File: config.mk
export PLATFORM = sky130hd
export DESIGN_NAME = adc_output_stage
export DESIGN_NICKNAME = d
export VERILOG_FILES = /design/src/adc_out_pkg.sv /design/src/sample_fifo.sv /design/src/adc_output_stage.sv
export SDC_FILE = /design/constraint.sdc
export NUM_CORES = 1
export LEC_CHECK = 0
export ABC_CLOCK_PERIOD_IN_PS = 9130
export BUFFER_PORTS_ARGS = -buffer_cell sky130_fd_sc_hd__buf_2
export CORE_MARGIN = 2
export CORE_UTILIZATION = 57
export CTS_CLUSTER_DIAMETER = 200
export DETAILED_ROUTE_END_ITERATION = 16
export PLACE_DENSITY = 0.74
export SKIP_CTS_REPAIR_TIMING = 1
export SLEW_MARGIN = 30
export SYNTH_ARGS = -nofsm -noshare
export SYNTH_HDL_FRONTEND = slang
export SYNTH_SLANG_ARGS = --single-unit
File: constraint.sdc
create_clock -name i_clk -period 9.13 [get_ports i_clk]
set_clock_uncertainty 0.15 [all_clocks]
set_input_delay 1.826 -clock i_clk [delete_from_list [all_inputs] [get_ports i_clk]]
set_output_delay 1.826 -clock i_clk [all_outputs]
set_load 0.03 [all_outputs]
File: src/adc_out_pkg.sv
package adc_out_pkg;

   // ---------------------------------------------------------------
   // Sample word layout
   // ---------------------------------------------------------------
   localparam int CODE_W = 14;
   localparam int WORD_W = CODE_W + 2;
   localparam int POS_BIT = CODE_W;
   localparam int NEG_BIT = CODE_W + 1;
   localparam int DDR_PAIRS = CODE_W / 2;

   // ---------------------------------------------------------------
   // Pipeline latency in sampling clock cycles
   // ---------------------------------------------------------------
   localparam int LAT_STD = 14;
   localparam int LAT_SLOW_CMOS = 13;

   // ---------------------------------------------------------------
   // Clamp codes and format conversion
   // ---------------------------------------------------------------
   localparam logic [CODE_W-1:0] CODE_POS_FULL = 14'h3fff;
   localparam logic [CODE_W-1:0] CODE_NEG_FULL = 14'h0000;
   localparam logic [CODE_W-1:0] CODE_MSB_FLIP = 14'h2000;

   // ---------------------------------------------------------------
   // Buffering and synchroniser
   // ---------------------------------------------------------------
   localparam int FIFO_DEPTH = 8;
   localparam int SYNC_W = 6;

   // ---------------------------------------------------------------
   // Modes
   // ---------------------------------------------------------------
   typedef enum logic {FMT_OFFSET_BIN, FMT_TWOS_COMP} fmt_t;
   typedef enum logic {INTF_DDR_LVDS, INTF_CMOS} intf_t;

endpackage

File: src/sample_fifo.sv
`timescale 1ns/1ps
`default_nettype none

module sample_fifo #(
   parameter int WIDTH = 16,
   parameter int DEPTH = 8
) (
   input wire logic i_clk,
   input wire logic i_rst,
   input wire logic [WIDTH-1:0] i_wr_data,
   input wire logic i_wr_valid,
   output logic o_wr_ready,
   output logic [WIDTH-1:0] o_rd_data,
   output logic o_rd_valid,
   input wire logic i_rd_ready
);

   localparam int PTR_W = $clog2(DEPTH);

   // ---------------------------------------------------------------
   // Elaboration check
   // ---------------------------------------------------------------
   // Pointers wrap by overflow, so the depth must be a power of two.
   if (DEPTH < 2 || (DEPTH & (DEPTH - 1)) != 0 || WIDTH < 1) begin : g_bad_param
      $error("sample_fifo needs a power-of-two depth of at least 2");
   end

   logic [WIDTH-1:0] mem_r [DEPTH];
   logic [PTR_W-1:0] wr_ptr_r;
   logic [PTR_W-1:0] rd_ptr_r;
   logic [PTR_W:0] count_r;
   wire logic do_wr;
   wire logic do_rd;

   // Full and empty come straight from the occupancy count.
   // The count is one bit wider than a pointer, so the full mark fits it.
   assign o_wr_ready = (count_r != (PTR_W+1)'(DEPTH));
   assign o_rd_valid = (count_r != '0);
   assign o_rd_data = mem_r[rd_ptr_r];
   assign do_wr = i_wr_valid & o_wr_ready;
   assign do_rd = o_rd_valid & i_rd_ready;

   // Storage array has no reset; only the pointers and the count need one.
   always_ff @(posedge i_clk) begin
      if (do_wr) begin
         mem_r[wr_ptr_r] <= i_wr_data;
      end
   end

   // Pointer and count update.
   always_ff @(posedge i_clk) begin
      if (i_rst) begin
         wr_ptr_r <= '0;
         rd_ptr_r <= '0;
         count_r <= '0;
      end else begin
         if (do_wr) wr_ptr_r <= wr_ptr_r + 1'b1;
         if (do_rd) rd_ptr_r <= rd_ptr_r + 1'b1;
         if (do_wr && !do_rd) count_r <= count_r + 1'b1;
         else if (do_rd && !do_wr) count_r <= count_r - 1'b1;
      end
   end

endmodule

`default_nettype wire

File: src/adc_output_stage.sv
`timescale 1ns/1ps
`default_nettype none

// How it works
// - While the input is overdriven the overrange flag is high and the code sits at full scale.
// - Positive overdrive gives 0x3fff in offset binary and 0x1fff in two's complement.
// - Negative overdrive gives 0x0000 in offset binary and 0x2000 in two's complement.
// - Flag and clamped code appear fourteen sampling cycles late, thirteen in CMOS mode below 80 MSPS, aligned with their sample.
// - In DDR LVDS mode every sample is presented fourteen sampling cycles after capture.
// - In CMOS mode latency is fourteen cycles above 80 MSPS and thirteen below.
// - The forwarded clock is the inverted sampling clock, so its high time is the input's low time at every rate.
// - In DDR LVDS mode even bits launch on the clock's falling edge and odd bits on its rising.
// - Two output formats exist, chosen by the format pin or by the serial format bit.
// - In CMOS mode each bit has its own pin and is valid at the output clock's rising edge.
module adc_output_stage
   import adc_out_pkg::*;
(
   input wire logic i_clk,
   input wire logic i_rst,
   input wire logic i_sample_clk,
   input wire logic i_format_select_pin,
   input wire logic i_data_format_bit,
   input wire logic i_use_serial_cfg,
   input wire logic i_output_interface_bit,
   input wire logic i_rate_below_80,
   input wire logic [CODE_W-1:0] i_smp_code,
   input wire logic i_smp_over_pos,
   input wire logic i_smp_over_neg,
   input wire logic i_smp_valid,
   output logic o_smp_ready,
   output logic [CODE_W-1:0] o_data,
   output logic o_data_valid,
   output logic o_overrange_flag,
   output logic [DDR_PAIRS-1:0] o_ddr_pair,
   output logic o_forwarded_clock_pos,
   output logic o_forwarded_clock_cmos
);

   // ---------------------------------------------------------------
   // Pin synchroniser and sampling clock edge detection
   // ---------------------------------------------------------------
   logic [SYNC_W-1:0] sync1_r;
   logic [SYNC_W-1:0] sync2_r;
   logic sclk_d_r;
   wire logic [SYNC_W-1:0] pins_in;
   wire logic sclk_s;
   wire logic sclk_rise;
   wire logic sclk_fall;

   assign pins_in = {i_sample_clk, i_format_select_pin, i_data_format_bit,
                     i_use_serial_cfg, i_output_interface_bit, i_rate_below_80};
   assign sclk_s = sync2_r[5];
   assign sclk_rise = sclk_s & ~sclk_d_r;
   assign sclk_fall = ~sclk_s & sclk_d_r;

   // Only the second stage reads the first stage; the edge register reads the second.
   always_ff @(posedge i_clk) begin
      if (i_rst) begin
         sync1_r <= '0;
         sync2_r <= '0;
         sclk_d_r <= 1'b0;
      end else begin
         sync1_r <= pins_in;
         sync2_r <= sync1_r;
         sclk_d_r <= sclk_s;
      end
   end

   // ---------------------------------------------------------------
   // Mode decode
   // ---------------------------------------------------------------
   wire fmt_t fmt;
   wire intf_t intf;
   wire logic slow_cmos;

   // Serial bit overrides the strap pin when serial configuration is on.
   assign fmt = fmt_t'(sync2_r[2] ? sync2_r[3] : sync2_r[4]);
   assign intf = intf_t'(sync2_r[1]);
   assign slow_cmos = (intf == INTF_CMOS) & sync2_r[0];

   // ---------------------------------------------------------------
   // Input buffer
   // ---------------------------------------------------------------
   wire logic [WORD_W-1:0] fifo_out;
   wire logic fifo_valid;

   // The pipeline drains one word per sampling edge; a full buffer
   // stalls the source through o_smp_ready.
   sample_fifo #(
      .WIDTH(WORD_W),
      .DEPTH(FIFO_DEPTH)
   ) u_fifo (
      .i_clk(i_clk),
      .i_rst(i_rst),
      .i_wr_data({i_smp_over_neg, i_smp_over_pos, i_smp_code}),
      .i_wr_valid(i_smp_valid),
      .o_wr_ready(o_smp_ready),
      .o_rd_data(fifo_out),
      .o_rd_valid(fifo_valid),
      .i_rd_ready(sclk_rise)
   );

   // ---------------------------------------------------------------
   // Latency pipeline, one stage per sampling rising edge
   // ---------------------------------------------------------------
   // Each stage holds {valid, neg, pos, code}. An empty buffer at a
   // sampling edge inserts a bubble, marked invalid, so timing holds.
   logic [WORD_W:0] pipe_r [1:LAT_STD];
   wire logic [WORD_W:0] tap;

   always_ff @(posedge i_clk) begin
      if (i_rst) begin
         pipe_r[1] <= '0;
      end else if (sclk_rise) begin
         pipe_r[1] <= fifo_valid ? {1'b1, fifo_out} : '0;
      end
   end

   for (genvar i = 2; i <= LAT_STD; i++) begin : g_pipe
      always_ff @(posedge i_clk) begin
         if (i_rst) begin
            pipe_r[i] <= '0;
         end else if (sclk_rise) begin
            pipe_r[i] <= pipe_r[i-1];
         end
      end
   end

   // The output register adds the last stage, so stage 13 or 14 here
   // lands on the pins exactly 13 or 14 edges after capture.
   assign tap = slow_cmos ? pipe_r[LAT_SLOW_CMOS] : pipe_r[LAT_STD];

   // ---------------------------------------------------------------
   // Clamp and format conversion
   // ---------------------------------------------------------------
   wire logic tap_pos;
   wire logic tap_neg;
   wire logic [CODE_W-1:0] clamped;
   wire logic [CODE_W-1:0] out_code;
   wire logic tap_ovr;

   assign tap_pos = tap[POS_BIT];
   assign tap_neg = tap[NEG_BIT];
   // Positive overdrive wins if the front end ever flags both.
   assign clamped = tap_pos ? CODE_POS_FULL :
                    tap_neg ? CODE_NEG_FULL :
                    tap[CODE_W-1:0];
   assign out_code = (fmt == FMT_TWOS_COMP) ? (clamped ^ CODE_MSB_FLIP) : clamped;
   assign tap_ovr = tap[WORD_W] & (tap_pos | tap_neg);

   // ---------------------------------------------------------------
   // Output registers
   // ---------------------------------------------------------------
   wire logic [DDR_PAIRS-1:0] even_bits;
   wire logic [DDR_PAIRS-1:0] odd_bits;

   for (genvar k = 0; k < DDR_PAIRS; k++) begin : g_pairs
      assign even_bits[k] = out_code[2*k];
      assign odd_bits[k] = o_data[2*k+1];
   end

   // Word, flag and valid all move together on the sampling edge.
   always_ff @(posedge i_clk) begin
      if (i_rst) begin
         o_data <= '0;
         o_data_valid <= 1'b0;
         o_overrange_flag <= 1'b0;
      end else if (sclk_rise) begin
         o_data <= out_code;
         o_data_valid <= tap[WORD_W];
         o_overrange_flag <= tap_ovr;
      end
   end

   // Sampling rise is the forwarded clock's fall: even bits of the new
   // word; sampling fall is its rise: odd bits of the held word.
   always_ff @(posedge i_clk) begin
      if (i_rst) begin
         o_ddr_pair <= '0;
      end else if (sclk_rise) begin
         o_ddr_pair <= even_bits;
      end else if (sclk_fall) begin
         o_ddr_pair <= odd_bits;
      end
   end

   // ---------------------------------------------------------------
   // Forwarded clocks
   // ---------------------------------------------------------------
   // The forwarded clock is the inverted sampling clock, so its duty
   // cycle is whatever the input gives; it is not restored below
   // 80 MSPS. Inverting puts its rising edge mid-word for CMOS capture.
   always_ff @(posedge i_clk) begin
      if (i_rst) begin
         o_forwarded_clock_pos <= 1'b0;
         o_forwarded_clock_cmos <= 1'b0;
      end else begin
         o_forwarded_clock_pos <= (intf == INTF_DDR_LVDS) & ~sclk_s;
         o_forwarded_clock_cmos <= (intf == INTF_CMOS) & ~sclk_s;
      end
   end

endmodule

`default_nettype wire

# --- Word-level counts from Yosys, hierarchy flattened ---
# Memory sizes are Yosys's and may differ from the RTL's. A register that Yosys moved wholly into a read port is not among the register bits.
# Cells that the tools add are included.
word_totals:
  reg_bits: 48
  latch_bits: 0
  mem_bits_rw: 366
  romBits: 0
  output_inout_bits: 26
  wordCells: 86
  mem_count: 2
memory_table:
  columns: ["memory", "words", "word_bits", "read_ports", "rd_clocked_by_memory_dff", "wr", "line", "source"]
  rows:
  - ["pipe_r", 14, 17, 14, 0, 14, "adc_output_stage.sv:108", "logic [WORD_W:0] pipe_r [1:LAT_STD];"]
  - ["u_fifo.mem_r", 8, 16, 1, 1, 1, "sample_fifo.sv:28", "logic [WIDTH-1:0] mem_r [DEPTH];"]
classes:
  add_sub_neg: 4
  n_mul: 0
  n_div: 0
  n_lt_le_gt_ge: 0
  n_eq_ne: 1
  n_shift: 0
  muxes: 33
  bitwise: 27
  n_reduce_logical: 7
ops:
  columns: ["op", "n"]
  rows:
  - ["$mux 17", 16]
  - ["$mux 14", 3]
  - ["$or 1x1->1", 15]
  - ["$mux 7", 2]
  - ["$and 1x1->1", 8]
  - ["$mux 1", 8]
  - ["$mux 4", 2]
  - ["$add 3x1->3 const B", 2]
  - ["$mux 3", 2]
  - ["$add 4x1->4 const B", 1]
  - ["$ne 4x4->1 const B", 1]
  - ["$not 1->1", 4]
  - ["$reduce_bool 2->1", 2]
  - ["$reduce_bool 4->1", 1]
  - ["$sub 4x1->4 const B", 1]
  - ["$logic_and 1x1->1", 2]
  - ["$logic_not 1->1", 2]

# --- Logic depth before layout (Yosys ltp) ---
# Gate-level depths: netlist (run 1).
logic_depth:
  ltp_word: 7
  ltp_mapped: 11
  mapped_depth_nobuf: 10

# --- By module ---
# A second synthesis (run 1) with hierarchy kept.
hier_totals:
  cells_unflattened: 924
  area_unflattened_um2: 15850.2
by_module_without_submodules:
  columns: ["mod", "instances", "cells_each", "area_per_inst_um2", "seq_area_each_um2"]
  rows:
  - ["adc_output_stage", 1, 666, 10294.9, 7907.6]
  - ["sample_fifo", 1, 258, 5555.3, 4103.9]

# --- Worst setup path before layout (run 1) ---
# OpenSTA, ideal clock, no wires.
synth_path:
  kind: "input -> register"
  from: "input i_rst"
  to: "register pipe_r[0][100] (netlist name)"
  arrival_time_ns: 5.288
  required_ns: 8.480
  path_slack_ns: 3.192
  stages: 3
  path_buffers: 2
  path_cell_list: "clkbuf_1 > buf_1 > or2_2"
synth_lines:
  columns: ["element", "line", "source"]
  rows:
  - ["start, declared", "adc_output_stage.sv:19", "input wire logic i_rst,"]

==> run metrics, run 1 <==
status complete, no violations; DRC viols 0; CP Capture Type flop; PD cells 233 nW/um^2; vias in the first global route 7371; Layout area overhead 12.2%; Pint 3.20 mW; Worst-path clk slew ~0.06 ns; worst slew pin tran 0.908 ns; Final #Nets 1008; Critical Path RT 9.12 ns; Final setup viols 0; final hold vios 0; largest net degree at the start of global routing 144; worst vdd ir between 0.0002 and 0.0003 V; HPWL after DPL 13000 um; DRT antenna net count 0; leak pwr 6.19 nW; Die Span Y 170 um; layout cells sized above 1 0.175; Tmin final 3.98 ns; Post-Place Cells 1271; synth warn 0; Pre-antenna DRT Iters 5; Post-Route WL about 24000 um; Post-Layout Inst Area 17600 sq um; unrepaired setup endpoints after global routing no; Die Width 170 um; port bufs 50; H-Tree Depth 2; Yosys reg bits 417; GPL Wtd Cong 0.800; ANT cells 0; switching power 887 uW; DR vias 7370; Hold Slack 0.284 ns; library cells used by synthesis 40; post-synth net total about 960; most common cell after layout, fill and taps aside edfxtp_1; Post-Syn Area 15700 sq um; Core Util, Final 0.652; CTS buffer count slightly above 40; Die Area 28800 sq um; WS Path Type in2reg; Avg Vias per Cell 5.46; Clk Latency, worst-skew pair 0.53 ns; initial drt markers 552; Slew HR 0.395; Net Sw Frac 0.217; most frequent CP cell buf_4; Total Routing Usage GR 0.172; final period utilization 0.436; max-cap violations 0; setup tns final 0 ns; CP Max Fanout between 70 and 80; register area share after synthesis 0.767; Max stage delay cell, worst path buf_4; Final Max Tran Viols 0; clock tree buffer depth 3; Comb power frac 0.069; crit path launch type input port; num rows 60; Mapped Cells 926; post-route insts no fill 1349; commonest non-fill, non-tap cells in the layout edfxtp_1, and2_1, buf_2, dfxtp_1; Cell Area, Placed 16200 sq um; initial antenna violation count 0; Sequential Power Share 0.543; first-pass GRT wire length 38500 um; Fmax achieved ~250 MHz; CTS tree yes; routed wire length per instance 17.6 um; root buffer cell clkbuf_16; core footprint 27000 sq um; io pins 51; clock share of power 0.388; Avg Synthesized Cell Area around 17 sq um; worst path cell trace buf_2 > buf_4 > or2_4 > buf_12 > buf_4; worst hold path class reg2reg; total grt overflow 0; crit path DAT 3.97 ns; CP max stage delay 0.74 ns; Initial Util 0.581; TritonCTS sink count roughly 420
## registers in the layout, indices dropped and copies added, names as in the netlist, named ones only
name / count
u_fifo.wr_ptr_r: 3
u_fifo.rd_ptr_r: 3
sclk_d_r: 1
o_data: 14
o_ddr_pair: 7
u_fifo.mem_r: 128
o_data_valid: 1
o_overrange_flag: 1
o_forwarded_clock_cmos: 1
pipe_r: 238
o_forwarded_clock_pos: 1
sync2_r: 6
u_fifo.count_r: 4
sync1_r: 6
## worst paths after layout
path         startpoint              to  slack [ns]  cells past startpoint
max reg2reg  sync2_r[5]  pipe_r[0][158]        5.81                      4
min          sync1_r[5]      sync2_r[5]        0.28                      1
min reg2reg  sync1_r[5]      sync2_r[5]        0.28                      1
max               i_rst  pipe_r[0][158]        5.15                      5
## Yosys cell counts, drive strengths merged
cell / n / area share
nand2: 17 / 0.0044
or2: 3 / 0.0012
nor3: 11 / 0.0035
mux4: 32 / 0.046
a21oi: 5 / 0.0016
edfxtp: 366 / 0.70
o211ai: 2 / 0.00096
or4: 1 / 0.00072
ha: 6 / 0.0048
xnor2: 1 / 0.00056
fa: 1 / 0.0013
clkbuf: 33 / 0.0080
nor2b: 14 / 0.0056
inv: 6 / 0.0014
and2: 223 / 0.089
and3: 2 / 0.00080
o32ai: 7 / 0.0039
dfxtp: 51 / 0.065
a31oi: 1 / 0.00040
mux2i: 18 / 0.012
a211oi: 1 / 0.00048
mux2: 1 / 0.00072
a21bo: 1 / 0.00064
buf: 20 / 0.0072
or4b: 1 / 0.00064
a311oi: 16 / 0.0089
nor2: 49 / 0.012
nand2b: 2 / 0.00080
nand3: 15 / 0.0048
a2111oi: 1 / 0.00096
nand3b: 7 / 0.0034
xor2: 4 / 0.0022
nor3b: 8 / 0.0045
## per-stage QoR
| stage | worst slack, ns | total power [mW] |
|---|---|---|
| finish | 5.15 | 4.09 |
| CTS | 4.94 | 4.13 |
| floorplan | 3.19 | 2.46 |
| global placement | 4.25 | 2.52 |
| global route | 4.95 | 4.24 |
| detailed placement | 4.39 | 2.54 |
## power groups by stage
stage               registers [mW]  logic (mW)  clock network (mW)
floorplan                     2.26       0.193                   0
global placement              2.26       0.264                   0
detailed placement            2.26       0.276                   0
CTS                           2.22       0.278                1.63
global route                  2.23       0.309                1.70
finish                        2.22       0.281                1.59
## area by class of cell
class,instances,area (sq um)
clock inverters,22,156
fillers,1805,9380
clock buffers,53,1130
repair buffers,60,360
multi-input cells,450,3460
inverters,6,22.5
flip-flops and latches,417,12000
well taps,341,427
## critical path, delay by kind of cell
kind / cells / cell delay, ns
buf+inv: 4 / 1.57
simple gates: 1 / 0.50
## layer usage
metal	share of wire	GRT usage
met3	0.044	0.0308
met1	0.41	0.222
met2	0.52	0.294
met5	0	0
met4	0.025	0.0647
## cells by family (layout without fill, tap and decap cells)
group	count (synthesis)	after routing	share of synthesized area
AO/OA/AOI/OAI	34	34	0.0179
XOR/XNOR	5	5	0.00280
adder cells (fa/ha/maj)	7	7	0.00607
buffers and inverters	59	141	0.0166
flip-flops	417	417	0.767
multiplexers	51	51	0.0582
AND/OR/NAND/NOR	353	353	0.131
No activity file was read; power rests on OpenSTA's default activity.
==> run 2: changes to the inputs <==
- ABC_CLOCK_PERIOD_IN_PS: 9130 -> 3530
- CORE_UTILIZATION: 57 -> 55
- PLACE_DENSITY: 0.74 -> 0.75
- clock period: 9.13 -> 3.53 ns (I/O delays scaled with it)
==> run 2 against run 1 <==
Against the previous run:
- count of clock-buffer cells in the layout is the same
- register-to-register slack got worse by 5.2 ns
- setup slack lost 4.5 ns
- largest power group unchanged
==> run metrics, run 2 (synthesized netlist as in run 1, its figures left out) <==
Critical Path RT 3.79 ns (-5.33 ns); worst slew pin tran 0.841 ns (-0.0664 ns); commonest non-fill, non-tap cells in the layout edfxtp_1, and2_1, dfxtp_1, buf_2, nor2_1; unrepaired setup endpoints after global routing no; clock tree buffer depth 3 (unchanged); Sequential Power Share 0.546 (+0.003); CTS buffer count 42 (+2.4%); Met2 Wirelength 11800 um (-3.9%); Reg-to-Reg End u_fifo.count_r[3]; Post-Route WL 23800 um (+0.18%); met1 WL 10200 um (+3.8%); final period utilization 0.828; DR vias 7383 (+0.18%); initial drt markers 640 (+16%); crit path DAT 3.18 ns (-0.79 ns); total grt overflow 0 (unchanged); Core Util, Final 0.632 (-0.0201); PD cells 597 nW/um^2 (+160%); setup tns final 0 ns (unchanged); routed wire length per instance 17.0 um (-3.4%); clock share of power 0.388 (about the same); Initial Util 0.561 (-0.0205); CTS tree yes; vias in the first global route 7443 (+0.98%); CP Max Fanout 5 (-93%); Total Routing Usage GR 0.162 (-0.0104); Comb power frac 0.066 (-0.003); Die Width 173 um (+1.8%); reg2reg start u_fifo.count_r[0]; H-Tree Depth 2 (unchanged); Final Max Tran Viols 0 (unchanged); DRC viols 0 (unchanged); status complete, no violations; initial antenna violation count 1 (+1); Slew HR 0.439 (+0.0442); most common cell after layout, fill and taps aside edfxtp_1; Largest register FFs 238 (unchanged); io pins 51 (unchanged); Tmin final 2.92 ns; Net Sw Frac 0.214 (-0.00323); num rows 61 (+1.7%); Final setup viols 0 (unchanged); root buffer cell clkbuf_16; Max stage delay cell, worst path or4b_1; Worst Hold Depth 2 (+1); reg2reg path depth 10 (+6); Clk Latency, worst-skew pair 0.53 ns (about the same); Layout area overhead 12.7%; Die Area 29800 sq um (+3.5%); port bufs 50 (unchanged); worst hold path class in2reg; HPWL after DPL 13000 um (+0.16%); Worst-path clk slew 0.06 ns (about the same); CP max stage delay 0.63 ns (-0.11 ns); Pint 8.29 mW (+160%); Top reg by flops pipe_r; leak pwr 6.24 nW (+0.71%); DRT antenna net count 0 (unchanged); DR top layer met4; crit path launch type flop; GPL Wtd Cong 0.734 (-8.2%); switching power 2.25 mW (+150%); CP Capture Type flop; Min-Delay Endpoint sync1_r[1]; first-pass GRT wire length 38700 um (+0.54%); Avg Vias per Cell 5.28 (-3.4%); final hold vios 0 (unchanged); worst path cell trace or4b_1 > nand2_2 > inv_1 > ha_1 > inv_1 > ha_1 > a21oi_1 > a211oi_1 > a31oi_1 > mux2_2; Die Span Y 173 um (+1.8%); R2R setup slack 0.61 ns (-5.20 ns); max-cap violations 0 (unchanged); worst vdd ir 0.000495 V (+84%); Fmax achieved 342 MHz; WL met3 1110 um (+7.6%); total power 10.5 mW (+160%); core footprint 27900 sq um (+3.6%); Pre-antenna DRT Iters 4 (-1); layout cells sized above 1 0.168 (-0.00696); TritonCTS sink count 417 (unchanged); Fillers 1946 (+7.8%); largest net degree at the start of global routing 221 (+53%); Regs by FF count pipe_r (238), u_fifo.mem_r (128), o_data (14); Worst Hold Launch i_output_interface_bit; Final #Nets 1021 (+1.3%); WS Path Type reg2reg
## run 2: changes by cell type in the layout (fill, tap and decap cells not counted), moves of 3 or more
cell and change:
buf_4 +13, nor2_4 -6, clkinv_2 -10, nor2_1 +6
clkbuf_8 -3, buf_12 +3, clkbuf_1 +3, clkinv_1 +7
## run 2: cell type report
| type | instances | area [sq um] | area share |
|---|---|---|---|
| antenna | 1 | 2.50 | 0.000142 |
| timing repair buffer | 72 | 465 | 0.0264 |
| tap | 378 | 473 | 0.0268 |
| sequential | 417 | 12000 | 0.680 |
| multi-input combinational | 450 | 3400 | 0.193 |
| clock buffer | 53 | 1100 | 0.0624 |
| clock inverter | 22 | 171 | 0.00971 |
| inverter | 6 | 22.5 | 0.00128 |
## run 2: per-layer routing
layer	global-route usage	vias to the layer above
li1	-	3532
met5	0	-
met2	0.274	150
met1	0.210	3649
met3	0.0295	52
met4	0.0625	0
## run 2: stage by stage
stage          area, sq um  hold WS (ns)  setup slack [ns]  cells
2_1_floorplan        15700         0.264             0.100    926
3_3_place_gp         16400         0.273             0.719   1323
3_5_place_dp         16400         0.276             0.662   1323
4_1_cts              17700         0.223             0.641   1398
5_1_grt              17700         0.246             0.393   1399
6_report             17700         0.246             0.608   1399
## run 2: worst max-delay path by stage
stage,start,to,slack (ns),depth (start not counted)
after detailed placement,u_fifo.count_r[0],u_fifo.count_r[3],0.66,10
after CTS,u_fifo.count_r[0],u_fifo.count_r[3],0.64,10
final,u_fifo.count_r[0],u_fifo.count_r[3],0.61,10
after global placement,u_fifo.count_r[0],u_fifo.count_r[3],0.72,10
after global routing,u_fifo.count_r[0],u_fifo.count_r[3],0.39,10
after floorplan,i_rst,pipe_r[0][100],0.10,3
## run 2: power groups by stage
stage	logic, mW	registers (mW)	clock network, mW
6_report	0.697	5.75	4.09
5_1_grt	0.775	5.78	4.37
4_1_cts	0.707	5.75	4.19
3_5_place_dp	0.701	5.86	0
3_3_place_gp	0.682	5.84	0
2_1_floorplan	0.499	5.84	0
## run 2: worst max-delay path: cells and delay by family, from the launching register on
kind / cells / cell delay, ns
AOI/OAI and AO/OA: 3 / 0.51
adders and majority gates: 2 / 0.48
buffers and inverters: 2 / 0.19
DFF: 1 / 0.37
muxes: 1 / 0.35
and+or+nand+nor: 2 / 0.77
